## config.mk

```make
export PLATFORM = sky130hd
export DESIGN_NAME = misc_instruction_control
export DESIGN_NICKNAME = d
export VERILOG_FILES = /design/src/inc/mic_pkg.sv /design/src/inc/mic_count_if.sv /design/src/core/misc_instruction_control.sv /design/src/core/mic_cycle_counter.sv
export SDC_FILE = /design/constraint.sdc
export NUM_CORES = 1
export LEC_CHECK = 0
export ABC_AREA = 1
export BUFFER_PORTS_ARGS = -buffer_cell sky130_fd_sc_hd__buf_2
export CORE_AREA = 2 2 154 156
export CTS_CLUSTER_SIZE = 40
export DETAILED_ROUTE_END_ITERATION = 12
export DIE_AREA = 0 0 156 158
export GPL_TIMING_DRIVEN = 0
export MAX_ROUTING_LAYER = met4
export PLACE_DENSITY = 0.69
export SYNTH_ARGS = -nofsm -noshare
export SYNTH_HDL_FRONTEND = slang
export SYNTH_SLANG_ARGS = --single-unit
```

## constraint.sdc

```tcl
create_clock -name core_clk -period 3.9 [get_ports core_clk]
set_input_delay 0.585 -clock core_clk [delete_from_list [all_inputs] [get_ports core_clk]]
set_output_delay 0.585 -clock core_clk [all_outputs]
set_load 0.05 [all_outputs]
```

## src/inc/mic_pkg.sv

```systemverilog
// Package for the miscellaneous instruction control block
package mic_pkg;
  localparam int unsigned CYCLE_DIV_DEFAULT = 1;
  localparam int unsigned CYCLE_DIV_MIN     = 1;
  localparam int unsigned CYCLE_DIV_MAX     = 16;
  localparam int unsigned COUNT_W           = 32;
  localparam int unsigned VA_W              = 64;
  localparam int unsigned PA_W              = 44;
  localparam int unsigned BLOCK_OFS_W       = 9;
  localparam int unsigned REGION_W          = 2;
  localparam logic [31:0] COUNT_RESET       = 32'h0000_0000;
  localparam logic [31:0] COUNT_ALL_ONES    = 32'hffff_ffff;
  localparam logic        FLAG_RESET        = 1'b0;

  typedef enum logic [2:0] {
    MIC_OP_PAL      = 3'h0,
    MIC_OP_FETCH    = 3'h1,
    MIC_OP_FETCH_M  = 3'h2,
    MIC_OP_BARRIER  = 3'h3,
    MIC_OP_RDCOUNT  = 3'h4,
    MIC_OP_TRAPFNC  = 3'h5,
    MIC_OP_RDCLR    = 3'h6,
    MIC_OP_RDSET    = 3'h7
  } mic_op_t;

  typedef enum logic [1:0] {
    MIC_ST_IDLE  = 2'b00,
    MIC_ST_DRAIN = 2'b01,
    MIC_ST_DONE  = 2'b10
  } mic_state_t;
endpackage

```

## src/inc/mic_count_if.sv

```systemverilog
// Interface between the control core and the cycle counter
`timescale 1ns/1ps
interface mic_count_if;
  logic [31:0] count;
  logic        tick;
  modport core (input count, input tick);
  modport counter (output count, output tick);
endinterface

```

## src/core/misc_instruction_control.sv

```systemverilog
// Control of miscellaneous instructions: call gate, prefetch, barriers, counter, flag
//
// Functional notes
// (RL1) Hold library call until earlier instructions safe
// (RL2) Exception at call reports call's address
// (RL3) Library call traps into library routine
// (RL4) Prefetch selects aligned 512-byte block
// (RL5) Prefetch may be dropped; order free
// (RL6) Prefetch never faults; faulting ones dropped
// (RL7) Translation miss taken, then prefetch continues; code reports the miss and drops the prefetch
// (RL8) Modify variant requests write ownership
// (RL9) Barrier holds later memory ops until drained
// (RL10) Unordered completion allowed without barrier
// (RL11) Barrier only serialises, never hastens
// (RL12) Counter read returns 64-bit value
// (RL13) Low count wraps after all ones
// (RL14) Divider keeps wrap period long enough
// (RL15) Upper half holds per-process offset
// (RL16) Counter private to this processor
// (RL17) Trap fence stalls until no arithmetic trap
// (RL18) Flag copied out, then cleared or set
// (RL19) Flag cleared by exception return call
// (RL20) Flag unchanged by loads, stores, branches
// (RL21) Physical space split into four regions
// (RL22) Divider is build-time constant, exact
`timescale 1ns/1ps
module misc_instruction_control #(
  parameter int unsigned CYCLE_DIV = mic_pkg::CYCLE_DIV_DEFAULT,
  parameter int unsigned PA_W      = mic_pkg::PA_W
) (
  // Clock and reset
  input  wire logic                       core_clk,
  input  wire logic                       reset_n,
  // Instruction issue
  input  wire logic                       instValid,
  input  wire mic_pkg::mic_op_t           instOp,
  input  wire logic [63:0]                instPc,
  input  wire logic [63:0]                baseRegister,
  input  wire logic                       exceptionReturnCall,
  output      logic                       instReady,
  // Pipeline status
  input  wire logic                       priorExceptionPossible,
  input  wire logic                       priorArithTrapPossible,
  input  wire logic                       priorMemPending,
  input  wire logic                       callException,
  // Per-process offset for the counter's upper half
  input  wire logic [31:0]                processOffset,
  // Result write-back
  output      logic                       destWrite,
  output      logic [63:0]                destRegister,
  // Library call trap
  output      logic                       palTrap,
  output      logic                       callExcept,
  output      logic [63:0]                continuationPc,
  // Memory ordering
  output      logic                       memIssueHold,
  // Translation and prefetch
  input  wire logic                       xlateHit,
  input  wire logic [PA_W-1:0]            xlatePa,
  input  wire logic                       loadWouldFault,
  input  wire logic                       storeWouldFault,
  output      logic                       xlateMissTrap,
  output      logic                       prefetchValid,
  input  wire logic                       prefetchReady,
  output      logic [PA_W-1:0]            prefetchAddr,
  output      logic                       prefetchOwn,
  output      logic [1:0]                 prefetchRegion
);
  localparam int unsigned OFS   = mic_pkg::BLOCK_OFS_W;
  localparam int unsigned RGN_W = mic_pkg::REGION_W;
  localparam int unsigned OP_W  = $bits(mic_pkg::mic_op_t);
  localparam int unsigned N_OPS = 1 << OP_W;

  // Counter link and drain state
  mic_count_if         cnt ();
  mic_pkg::mic_state_t state;
  mic_pkg::mic_state_t next_state;
  logic                needsDrain;
  logic                drainDone;
  logic                drainWait;
  logic                take;

  // Operation decode
  logic [N_OPS-1:0]    opHot;
  logic                isPal;
  logic                isFetchPlain;
  logic                isFetchModify;
  logic                isFetch;
  logic                isBarrier;
  logic                isRdCount;
  logic                isTrapFence;
  logic                isRdClear;
  logic                isRdSet;

  // Interrupted-sequence flag and prefetch staging
  logic                intrFlag;
  logic                pfBusy;
  logic                pfMiss;
  logic                pfFault;
  logic                pfLaunch;
  logic                pfRetire;
  logic                pfOwn;
  logic [PA_W-1:0]     pfBlock;
  logic [RGN_W-1:0]    pfRegion;

  // Parameters the logic cannot serve
  if (PA_W < OFS + RGN_W) begin : g_pa_small
    $error("PA_W too small");
  end
  if (PA_W > mic_pkg::VA_W) begin : g_pa_large
    $error("PA_W wider than the virtual address");
  end
  if ((1 << RGN_W) != 4) begin : g_regions
    $error("Physical space must split into four regions");
  end
  if (CYCLE_DIV < mic_pkg::CYCLE_DIV_MIN || CYCLE_DIV > mic_pkg::CYCLE_DIV_MAX) begin : g_div
    $error("CYCLE_DIV out of range");
  end

  // (RL16) private counter instance
  mic_cycle_counter #(
    .CYCLE_DIV (CYCLE_DIV)
  ) u_counter (
    .core_clk (core_clk),
    .reset_n  (reset_n),
    .cnt      (cnt)
  );

  // One compare per operation code
  for (genvar i = 0; i < N_OPS; i++) begin : g_op_decode
    assign opHot[i] = (instOp == OP_W'(i));
  end

  assign isPal         = opHot[mic_pkg::MIC_OP_PAL];
  assign isFetchPlain  = opHot[mic_pkg::MIC_OP_FETCH];
  assign isFetchModify = opHot[mic_pkg::MIC_OP_FETCH_M];
  assign isBarrier     = opHot[mic_pkg::MIC_OP_BARRIER];
  assign isRdCount     = opHot[mic_pkg::MIC_OP_RDCOUNT];
  assign isTrapFence   = opHot[mic_pkg::MIC_OP_TRAPFNC];
  assign isRdClear     = opHot[mic_pkg::MIC_OP_RDCLR];
  assign isRdSet       = opHot[mic_pkg::MIC_OP_RDSET];
  assign isFetch       = isFetchPlain || isFetchModify;

  // Ops that wait for earlier instructions to be safe
  always_comb begin
    needsDrain = 1'b0;
    drainDone  = 1'b1;
    case (instOp)
      // (RL1) exception drain
      mic_pkg::MIC_OP_PAL: begin
        needsDrain = 1'b1;
        drainDone  = !priorExceptionPossible;
      end
      // (RL17) arithmetic drain
      mic_pkg::MIC_OP_TRAPFNC: begin
        needsDrain = 1'b1;
        drainDone  = !priorArithTrapPossible;
      end
      // (RL9) memory drain
      mic_pkg::MIC_OP_BARRIER: begin
        needsDrain = 1'b1;
        drainDone  = !priorMemPending;
      end
      default: begin
        needsDrain = 1'b0;
        drainDone  = 1'b1;
      end
    endcase
  end

  // (RL11) waits only, issues nothing to speed memory
  always_comb begin
    next_state = state;
    case (state)
      mic_pkg::MIC_ST_IDLE: begin
        if (instValid && needsDrain && !drainDone)
          next_state = mic_pkg::MIC_ST_DRAIN;
      end
      mic_pkg::MIC_ST_DRAIN: begin
        if (drainDone)
          next_state = mic_pkg::MIC_ST_IDLE;
      end
      default: next_state = mic_pkg::MIC_ST_IDLE;
    endcase
  end

  always_ff @(posedge core_clk or negedge reset_n) begin
    if (!reset_n) begin
      state <= mic_pkg::MIC_ST_IDLE;
    end else begin
      state <= next_state;
    end
  end

  // Issue gating
  // (RL1) (RL17) issue held until drained
  assign instReady = drainDone && !(isFetch && pfBusy);
  assign take      = instValid && instReady;
  assign drainWait = (state == mic_pkg::MIC_ST_DRAIN);
  // (RL9) (RL10) later memory ops held only around a barrier
  assign memIssueHold = instValid && isBarrier && (priorMemPending || drainWait);

  // Library call outcome
  // (RL3) trap into the library routine
  always_ff @(posedge core_clk or negedge reset_n) begin
    if (!reset_n) begin
      palTrap <= 1'b0;
    end else begin
      palTrap <= take && isPal && !callException;
    end
  end

  // (RL2) exception reported at the call
  always_ff @(posedge core_clk or negedge reset_n) begin
    if (!reset_n) begin
      callExcept <= 1'b0;
    end else begin
      callExcept <= take && isPal && callException;
    end
  end

  // (RL2) continuation points at the call itself
  always_ff @(posedge core_clk or negedge reset_n) begin
    if (!reset_n) begin
      continuationPc <= 64'h0;
    end else if (take && isPal) begin
      continuationPc <= instPc;
    end
  end

  // Destination results
  // (RL12) (RL18) one-cycle write strobe
  always_ff @(posedge core_clk or negedge reset_n) begin
    if (!reset_n) begin
      destWrite <= 1'b0;
    end else begin
      destWrite <= take && (isRdCount || isRdClear || isRdSet);
    end
  end

  // (RL12) (RL15) (RL18) value held until the next write
  always_ff @(posedge core_clk or negedge reset_n) begin
    if (!reset_n) begin
      destRegister <= 64'h0;
    end else if (take) begin
      case (instOp)
        mic_pkg::MIC_OP_RDCOUNT: begin
          destRegister <= {processOffset, cnt.count};
        end
        mic_pkg::MIC_OP_RDCLR: begin
          destRegister <= {63'h0, intrFlag};
        end
        mic_pkg::MIC_OP_RDSET: begin
          destRegister <= {63'h0, intrFlag};
        end
        default: destRegister <= destRegister;
      endcase
    end
  end

  // Interrupted-sequence flag
  always_ff @(posedge core_clk or negedge reset_n) begin
    if (!reset_n) begin
      intrFlag <= mic_pkg::FLAG_RESET;
    end else if (exceptionReturnCall) begin
      // (RL19) cleared by exception return
      intrFlag <= 1'b0;
    end else if (take && (instOp == mic_pkg::MIC_OP_RDCLR)) begin
      // (RL18) clear after read
      intrFlag <= 1'b0;
    end else if (take && (instOp == mic_pkg::MIC_OP_RDSET)) begin
      // (RL18) set after read
      intrFlag <= 1'b1;
    end
    // (RL20) no other op touches the flag
  end

  // Prefetch path; a stalled request blocks only later prefetches
  // (RL7) translation miss reported; the prefetch itself is dropped, not retried
  assign pfMiss   = take && isFetch && !xlateHit;
  // (RL6) faulting prefetches dropped silently
  assign pfFault  = loadWouldFault || (isFetchModify && storeWouldFault);
  assign pfLaunch = take && isFetch && xlateHit && !pfFault;
  // Accepted at the edge where ready is seen
  assign pfRetire = pfBusy && prefetchReady;

  // (RL4) aligned 512-byte block
  assign pfBlock  = {xlatePa[PA_W-1:OFS], OFS'(1'b0)};
  // (RL21) region from the two top address bits
  assign pfRegion = xlatePa[PA_W-1 -: RGN_W];
  // (RL8) ownership for modify intent
  assign pfOwn    = isFetchModify;

  // (RL7) one-cycle miss report
  always_ff @(posedge core_clk or negedge reset_n) begin
    if (!reset_n) begin
      xlateMissTrap <= 1'b0;
    end else begin
      xlateMissTrap <= pfMiss;
    end
  end

  // Request stands until the memory side accepts it
  always_ff @(posedge core_clk or negedge reset_n) begin
    if (!reset_n) begin
      pfBusy <= 1'b0;
    end else if (pfLaunch) begin
      pfBusy <= 1'b1;
    end else if (pfRetire) begin
      pfBusy <= 1'b0;
    end
  end

  // (RL4) request address
  always_ff @(posedge core_clk or negedge reset_n) begin
    if (!reset_n) begin
      prefetchAddr <= '0;
    end else if (pfLaunch) begin
      prefetchAddr <= pfBlock;
    end
  end

  // (RL21) request region
  always_ff @(posedge core_clk or negedge reset_n) begin
    if (!reset_n) begin
      prefetchRegion <= 2'h0;
    end else if (pfLaunch) begin
      prefetchRegion <= pfRegion;
    end
  end

  // (RL8) request ownership
  always_ff @(posedge core_clk or negedge reset_n) begin
    if (!reset_n) begin
      prefetchOwn <= 1'b0;
    end else if (pfLaunch) begin
      prefetchOwn <= pfOwn;
    end
  end

  // (RL5) memory side may drop or reorder within the block
  assign prefetchValid = pfBusy;
endmodule

```

## src/core/mic_cycle_counter.sv

```systemverilog
// Private per-processor cycle counter with prescaler
`timescale 1ns/1ps
module mic_cycle_counter #(
  parameter int unsigned CYCLE_DIV = mic_pkg::CYCLE_DIV_DEFAULT
) (
  // Clock and reset
  input  wire logic    core_clk,
  input  wire logic    reset_n,
  // Count to the core
  mic_count_if.counter cnt
);
  localparam int unsigned PRE_W = 4;

  logic [PRE_W-1:0] prescale;
  logic             tick;

  if (CYCLE_DIV < mic_pkg::CYCLE_DIV_MIN || CYCLE_DIV > mic_pkg::CYCLE_DIV_MAX) begin : g_div
    $error("CYCLE_DIV out of range");
  end

  // (RL22) exact divide-by-N
  assign tick = (prescale == PRE_W'(CYCLE_DIV - 1));

  always_ff @(posedge core_clk or negedge reset_n) begin
    if (!reset_n) begin
      prescale <= '0;
    end else if (tick) begin
      prescale <= '0;
    end else begin
      prescale <= prescale + 1'b1;
    end
  end

  // (RL12) (RL13) count and wrap
  always_ff @(posedge core_clk or negedge reset_n) begin
    if (!reset_n) begin
      cnt.count <= mic_pkg::COUNT_RESET;
    end else if (tick) begin
      cnt.count <= (cnt.count == mic_pkg::COUNT_ALL_ONES) ? mic_pkg::COUNT_RESET
                                                           : cnt.count + 32'h1;
    end
  end

  assign cnt.tick = tick;
endmodule

```

==> out/summary.txt, run 1 <==
post-synthesis cell count: 1072
CP Buf/Inv Count: 3
share of cells above drive strength 1: 27.97%
IO Port Bufs: 318
fmax: 0.4137 GHz
M2 GR Usage: 36.98%
Yosys reg bits: 207
RSZ-0062 raised after global routing: no
Critical Path Source Type: input pin
Power Total: 7034 µW
PwrDens: 598.5 nW/µm²
Gates resized, CTS repair: 0
placed cell areas: 11040 µm²
num ports: 401
Vias/cell: 4.726
Clk pin slew, worst setup/hold paths: 60 ps
relative max-transition margin: 49.69%
worst stage delay on the critical path: 260 ps
Critical Path End Type: primary output
status: finished clean
CTS sink count: 207
Max H-tree Level: 1
die height: 158 µm
drt initial violations: 616
total CTS buffers: 23
WHS: 102.8 ps
commonest non-fill, non-tap cell in the layout: nand2_1
final period utilization: 61.98%
critical-path cell list: buf_2, nand2_1, nand2_1, nor2_1, inv_2, nor2_2, nor2_4, buf_2
met3 GRT Util: 4.243%
Synth-to-Final Area Change: 30.31%
routability-driven placement congestion ratio: 0.8996
Distinct cells, synth: 35
crit path DAT: 1830 ps
Worst Path Required: 3310 ps
Synth Warn #: 0
Clock Tree Root: clkbuf_16
most frequent cells in the layout: nand2_1 (361), buf_2 (334), dfrtp_1 (207)
Setup Buffers After CTS: 0
Tightest Hold Check Type: input pin to asynchronous set/reset pin
global route hottest layer: met2
final hold vios: 0
clk_skew: 14.01 ps
pins over their slew limit: 0
ANT nets after route: 0
footprint of the multi-input gates: 3120 µm²
vias post-DR: 8191
CTS tree: built
Initial Util: 39.13%
Crit-path slowest cell: nor2_1
CTS Hold Buffers Added: 0
vias in the first global route: 7819
worst-case clock buffer depth: 3
Crit Path Max Fanout: 5
DR DRC count: 0
pin count of the biggest net entering global routing: 114
per-cell routed wire length: 15.28 µm
# fillers: 2212
synthesized area: 9020 µm²
Final nets: 1646
Total GRT Usage: 21.38%
Register Area: 5180 µm²
GRT met1 Usage: 25.47%
# setup viols final: 0
Congestion Overflow GR: 0
final worst setup slack: 1483 ps
drt pass-1 iters: 5
# Max-Cap Violations: 0
Worst-Skew Late Latency: 510 ps
Setup WS pre-CTS: 1301 ps
WS Path Type: input pin to primary output
worst-margin pin slew: 754.6 ps
Avg Cell Area, Syn: 8.414 µm²
P_leak: 0.006548 µW
die footprint: 24650 µm²
initial antenna violation count: 5
Post-Route WL: 26480 µm
row cnt: 56
die span in x: 156 µm
post-route cell area: 11750 µm²
Period minus WS final: 2417 ps
Detail Placement HPWL: 20090 µm
Seq/Total Area, Yosys: 57.43%
first-pass GRT wire length: 41030 µm
delay-heaviest family, CP: simple AND/OR/NAND/NOR gates
Core Area: 23050 µm²
maximum vdd drop: 0.2998 mV
==> report_power, final <==
part           internal [µW]  switching (µW)  total [µW]
Combinational            484            1820        2300
Sequential              2500             180        2680
Clock                   1200             850        2050
Total                   4190            2850        7030
==> state kept, by name, summed over array words and instances, names as in the netlist <==
register and flops:
continuationPc 64, destRegister 64, prefetchAddr 33, u_counter.cnt.count 32
u_counter.prescale 4, prefetchRegion 2, callExcept 1, destWrite 1
intrFlag 1, palTrap 1, prefetchOwn 1, prefetchValid 1
state 1, xlateMissTrap 1
==> metrics by stage <==
step | cells | util, % | setup TNS, ps
4_1_cts | 1727 | 50.92 | 0
5_1_grt | 1732 | 50.98 | 0
2_1_floorplan | 1080 | - | 0
6_report | 1733 | 50.99 | 0
3_3_place_gp | 1688 | 47.74 | -280540
3_5_place_dp | 1689 | 47.90 | 0
==> layout make-up <==
type	instances	area share [%]
well taps	290	3.087
repair buffers	319	13.86
flip-flops and latches	207	44.07
inverters	118	3.768
clock buffers	32	5.440
multi-input cells	698	26.55
clock inverters	6	0.4897
plain buffers	57	2.608
diodes	6	0.1277
==> worst paths after layout <==
path	start	to	slack [ps]	cells past startpoint
worst max-delay path	instOp[1]	instReady	1480	8
worst min-delay path	reset_n	prefetchAddr[31]$_DFFE_PN0P_	100	1
worst max register to register	u_counter.cnt.count[1]$_DFFE_PN0N_	u_counter.cnt.count[11]$_DFFE_PN0N_	1620	8
worst min register to register	prefetchAddr[40]$_DFFE_PN0P_	prefetchAddr[40]$_DFFE_PN0P_	470	2
max in group asynchronous	reset_n	continuationPc[20]$_DFFE_PN0P_	2810	2
min in group core_clk	callException	palTrap$_DFF_PN0_	250	2
==> cell families (layout without fill, tap and decap cells) <==
group / after synthesis / count (layout) / share of synthesized area [%]
other cells: 1 / 15 / 0.04157
compound gates: 143 / 143 / 8.170
buf+inv: 175 / 532 / 8.309
simple gates: 526 / 526 / 23.98
xor+xnor: 17 / 17 / 1.651
flops: 207 / 207 / 57.43
fa+ha+maj: 3 / 3 / 0.4162
==> cells in the mapped netlist <==
cell type | count | area, µm²
nand3_1 | 68 | 340.3
nor4_1 | 1 | 6.260
xnor2_1 | 7 | 61.31
o21ai_0 | 113 | 565.5
nor3b_1 | 1 | 7.510
clkbuf_1 | 21 | 78.83
nand4_1 | 8 | 50.05
buf_2 | 17 | 85.08
buf_1 | 1 | 3.750
nor2_4 | 2 | 22.52
inv_1 | 113 | 424.2
nor3_1 | 16 | 80.08
nand2_1 | 361 | 1355
o21ai_2 | 4 | 35.03
buf_4 | 12 | 90.09
o22ai_1 | 1 | 6.260
nor3_2 | 1 | 10.01
inv_2 | 4 | 15.01
buf_6 | 3 | 33.78
a211oi_1 | 1 | 7.510
conb_1 | 1 | 3.750
o21ai_1 | 18 | 90.09
nor2_1 | 60 | 225.2
nand3_2 | 2 | 20.02
a21oi_1 | 5 | 25.02
a21o_1 | 1 | 7.510
and3_1 | 1 | 6.260
clkbuf_2 | 3 | 15.01
nor2_2 | 2 | 12.51
ha_1 | 3 | 37.54
nand3b_1 | 2 | 15.01
nand4_2 | 1 | 12.51
dfrtp_1 | 207 | 5180
clkinv_1 | 1 | 3.750
xor2_1 | 10 | 87.58
==> routing by layer <==
metal	vias to the layer above	routed length (µm)
li1	4048	-
met1	3850	10680
met2	247	13560
met3	46	1629
met4	0	603
met5	-	0
==> worst register-to-register path, delay by kind of cell, from the launching register on <==
family / cells / cell delay [ps]
adders and majority gates: 1 / 210
DFF: 1 / 450
and+or+nand+nor: 7 / 1500
(Power assumes the default switching activity.)
==> run 2, diff against run 1 <==
--- a/config.mk
+++ b/config.mk
@@ -5,15 +5,14 @@
 export SDC_FILE = /design/constraint.sdc
 export NUM_CORES = 1
 export LEC_CHECK = 0
-export ABC_AREA = 1
+export ABC_AREA = 0
 export BUFFER_PORTS_ARGS = -buffer_cell sky130_fd_sc_hd__buf_2
-export CORE_AREA = 2 2 154 156
+export CORE_AREA = 2 2 157 159
 export CTS_CLUSTER_SIZE = 40
 export DETAILED_ROUTE_END_ITERATION = 12
-export DIE_AREA = 0 0 156 158
+export DIE_AREA = 0 0 159 161
 export GPL_TIMING_DRIVEN = 0
 export MAX_ROUTING_LAYER = met4
-export PLACE_DENSITY = 0.69
 export SYNTH_ARGS = -nofsm -noshare
 export SYNTH_HDL_FRONTEND = slang
 export SYNTH_SLANG_ARGS = --single-unit
==> constraint.sdc (replaced) <==
create_clock -name core_clk -period 2.23 [get_ports core_clk]
set_input_delay 0.3345 -clock core_clk [delete_from_list [all_inputs] [get_ports core_clk]]
set_output_delay 0.3345 -clock core_clk [all_outputs]
set_load 0.05 [all_outputs]
==> out/summary.txt, run 2 <==
Avg Cell Area, Syn: 11.63 µm² (was 8.414 µm²)
worst-margin pin slew: 758.9 ps (was 754.6 ps)
# Max-Cap Violations: 0 (unchanged)
IO Port Bufs: 315 (was 318)
Seq/Total Area, Yosys: 61.68% (was 57.43%)
Yosys reg bits: 207 (unchanged)
Clock Tree Root: clkbuf_16 (unchanged)
routability-driven placement congestion ratio: 0.7806 (was 0.8996)
final hold vios: 0 (unchanged)
CTS sink count: 207 (unchanged)
Worst Setup SP: u_counter.cnt.count[8]$_DFFE_PN0N_ (was instOp[1])
die height: 161 µm (was 158 µm)
total CTS buffers: 24 (was 23)
Post-synth top cells: dfrtp_1 (207), nand2_1 (148), mux2_2 (99) (was nand2_1 (361), dfrtp_1 (207), inv_1 (113), o21ai_0 (113), nand3_1 (68))
Post-synth EDFFs: 0 (unchanged)
relative max-transition margin: 49.40% (was 49.69%)
share of cells above drive strength 1: 45.92% (was 27.97%)
worst-case clock buffer depth: 3 (unchanged)
num ports: 401 (unchanged)
crit path DAT: 2590 ps (was 1830 ps)
drt pass-1 iters: 6 (was 5)
Distinct cells, synth: 42 (was 35)
Synth Warn #: 0 (unchanged)
FF-to-FF path depth: 6 (was 8)
Detail Placement HPWL: 16940 µm (was 20090 µm)
Max H-tree Level: 1 (unchanged)
DR DRC count: 0 (unchanged)
Total GRT Usage: 18.22% (was 21.38%)
Congestion Overflow GR: 0 (unchanged)
RR Endpoint: u_counter.cnt.count[28]$_DFFE_PN0N_ (was u_counter.cnt.count[11]$_DFFE_PN0N_)
clk_skew: 28.55 ps (was 14.01 ps)
Final nets: 1310 (was 1646)
Post-Route WL: 23200 µm (was 26480 µm)
dominant cell type by area after synthesis: dfrtp_1 (unchanged)
synthesized area: 8398 µm² (was 9020 µm²)
most common cell in the synthesized netlist: dfrtp_1 (was nand2_1)
Final Non-Filler Cells: 1433 (was 1733)
WS Path Type: flip-flop to flip-flop (was input pin to primary output)
first-pass GRT wire length: 36130 µm (was 41030 µm)
post-synthesis cell count: 722 (was 1072)
Tightest Hold Check Type: input pin to flip-flop (was input pin to asynchronous set/reset pin)
Vias/cell: 4.634 (was 4.726)
Period minus WS final: 2141 ps
# fillers: 2328 (was 2212)
# setup viols final: 0 (unchanged)
row cnt: 57 (was 56)
Setup WS pre-CTS: -650.7 ps (was 1301 ps)
initial antenna violation count: 5 (unchanged)
Clk pin slew, worst setup/hold paths: 60 ps (about the same)
WHS: 29.21 ps (was 102.8 ps)
Crit Path Max Fanout: 9 (was 5)
Initial Util: 35.05% (was 39.13%)
Main synth FF type: dfrtp_1 (unchanged)
pin count of the biggest net entering global routing: 115 (was 114)
CTS tree: built (unchanged)
biggest regs: continuationPc: 64 flops, destRegister: 64 flops, prefetchAddr: 33 flops (unchanged)
Worst Path Required: 2680 ps (was 3310 ps)
Core Area: 23960 µm² (was 23050 µm²)
synth top area cells: dfrtp_1 (62%), mux2_2 (13%), nand2_1 (6.6%) (was dfrtp_1 (57%), nand2_1 (15%), o21ai_0 (6.3%))
vias in the first global route: 6589 (was 7819)
Worst Setup EP: u_counter.cnt.count[28]$_DFFE_PN0N_ (was instReady)
status: finished clean (unchanged)
Synth-to-Final Area Change: 36.71% (was 30.31%)
die footprint: 25600 µm² (was 24650 µm²)
ANT nets after route: 0 (unchanged)
most frequent cells in the layout: buf_2 (314), dfrtp_1 (203), nand2_1 (148) (was nand2_1 (361), buf_2 (334), dfrtp_1 (207))
final period utilization: 96.03%
per-cell routed wire length: 16.19 µm (was 15.28 µm)
R2R Path Start: u_counter.cnt.count[8]$_DFFE_PN0N_ (was u_counter.cnt.count[1]$_DFFE_PN0N_)
Critical Path End Type: flip-flop (was primary output)
Critical Path Source Type: flip-flop (was input pin)
R2R setup slack: 90 ps (was 1620 ps)
Worst-Skew Late Latency: 520 ps (was 510 ps)
final worst setup slack: 88.56 ps (was 1483 ps)
fmax: 0.4670 GHz
drt initial violations: 289 (was 616)
maximum vdd drop: 0.5649 mV (was 0.2998 mV)
Synth async-reset ratio: 100.0% (unchanged)
die span in x: 159 µm (was 156 µm)
vias post-DR: 6641 (was 8191)
commonest non-fill, non-tap cell in the layout: buf_2 (was nand2_1)
pins over their slew limit: 0 (unchanged)
Power Total: 12230 µW (was 7034 µW)
RSZ-0062 raised after global routing: yes (was no)
top cell type's share of synthesized area: 61.68% (was 57.43%)
placed cell count: 1370 (was 1689)
PwrDens: 1065 nW/µm² (was 598.5 nW/µm²)
Setup TNS: 0 ps (unchanged)
P_leak: 0.006005 µW (was 0.006548 µW)
-- run 2: cell count changes after synthesis, moves of 12 or more --
| cell | previous run | this run |
|---|---|---|
| nand2_1 | 361 | 148 |
| o21ai_0 | 113 | 8 |
| inv_1 | 113 | 10 |
| mux2_2 | 0 | 99 |
| nor2_1 | 60 | 27 |
| o21ai_1 | 18 | 0 |
| buf_2 | 17 | 0 |
| xnor2_1 | 7 | 24 |
| nand3_1 | 68 | 80 |
-- run 2: worst min path at each step --
| stage | start | endpoint | slack [ps] | cells after the start |
|---|---|---|---|---|
| finish | processOffset[21] | destRegister[53]$_DFFE_PN0P_ | 30 | 3 |
| global route | processOffset[9] | destRegister[41]$_DFFE_PN0P_ | 20 | 3 |
| CTS | processOffset[18] | destRegister[50]$_DFFE_PN0P_ | 5 | 3 |
| detailed placement | reset_n | destRegister[27]$_DFFE_PN0P_ | 400 | 1 |
| global placement | destRegister[34]$_DFFE_PN0P_ | destRegister[34]$_DFFE_PN0P_ | 450 | 2 |
| floorplan | reset_n | callExcept$_DFF_PN0_ | 40 | 0 |
-- run 2: power breakdown --
part           switching (µW)  internal (µW)
logic                    2770            896
clock network            1550           2440
registers                 256           4320
total                    4580           7650
-- run 2: routing by layer --
metal,up-vias,GRT usage [%],wire (µm)
met5,-,-,0
met4,0,4.876,431
met3,29,3.852,1324
met2,208,32.35,12200
met1,3246,21.02,9248
li1,3158,-,-
-- run 2: cell type report --
type	count	area (µm²)	area share, %
plain buffers	47	234.0	2.038
multi-input cells	463	3025	26.35
flip-flops and latches	207	5185	45.16
diodes	5	12.51	0.1090
inverters	11	41.29	0.3596
clock inverters	8	107.6	0.9372
repair buffers	334	1762	15.34
clock buffers	34	708.2	6.168
well taps	324	405.4	3.531
-- run 2: metrics by stage --
step,instance area (µm²),utilization [%]
2_1_floorplan,8433,-
3_3_place_gp,10420,43.46
5_1_grt,11480,47.91
3_5_place_dp,10450,43.62
4_1_cts,11420,47.67
6_report,11480,47.91
-- run 2: kinds of logic (layout without fill, tap and decap cells) --
| logic type | count (synthesis) | after routing | synth area share (%) |
|---|---|---|---|
| and+or+nand+nor | 305 | 305 | 16.72 |
| DFF | 207 | 207 | 61.68 |
| muxes | 101 | 101 | 13.51 |
| buffers and inverters | 60 | 434 | 3.352 |
| xor gates and xnor gates | 31 | 31 | 3.233 |
| AOI/OAI and AO/OA | 14 | 14 | 1.013 |
| adders and majority gates | 3 | 3 | 0.4470 |
| other | 1 | 14 | 0.04465 |
-- run 2: repair_timing --
action | CTS | global route
hold buffers | 5 | 0
buffers inserted | 8 | 5
pin swaps | 0 | 3
endpoints found under the setup margin | 61 | 36
hold endpoints to repair | 97 | 0
resized for setup | 13 | 10
-- run 2: worst max-delay path, stage by stage (launching register included) --
cell and delay (ps):
dfrtp_1 390, nand4_4 120, or4_4 530, buf_6 150, or4_4 600, nor3_2 150
xor2_1 150
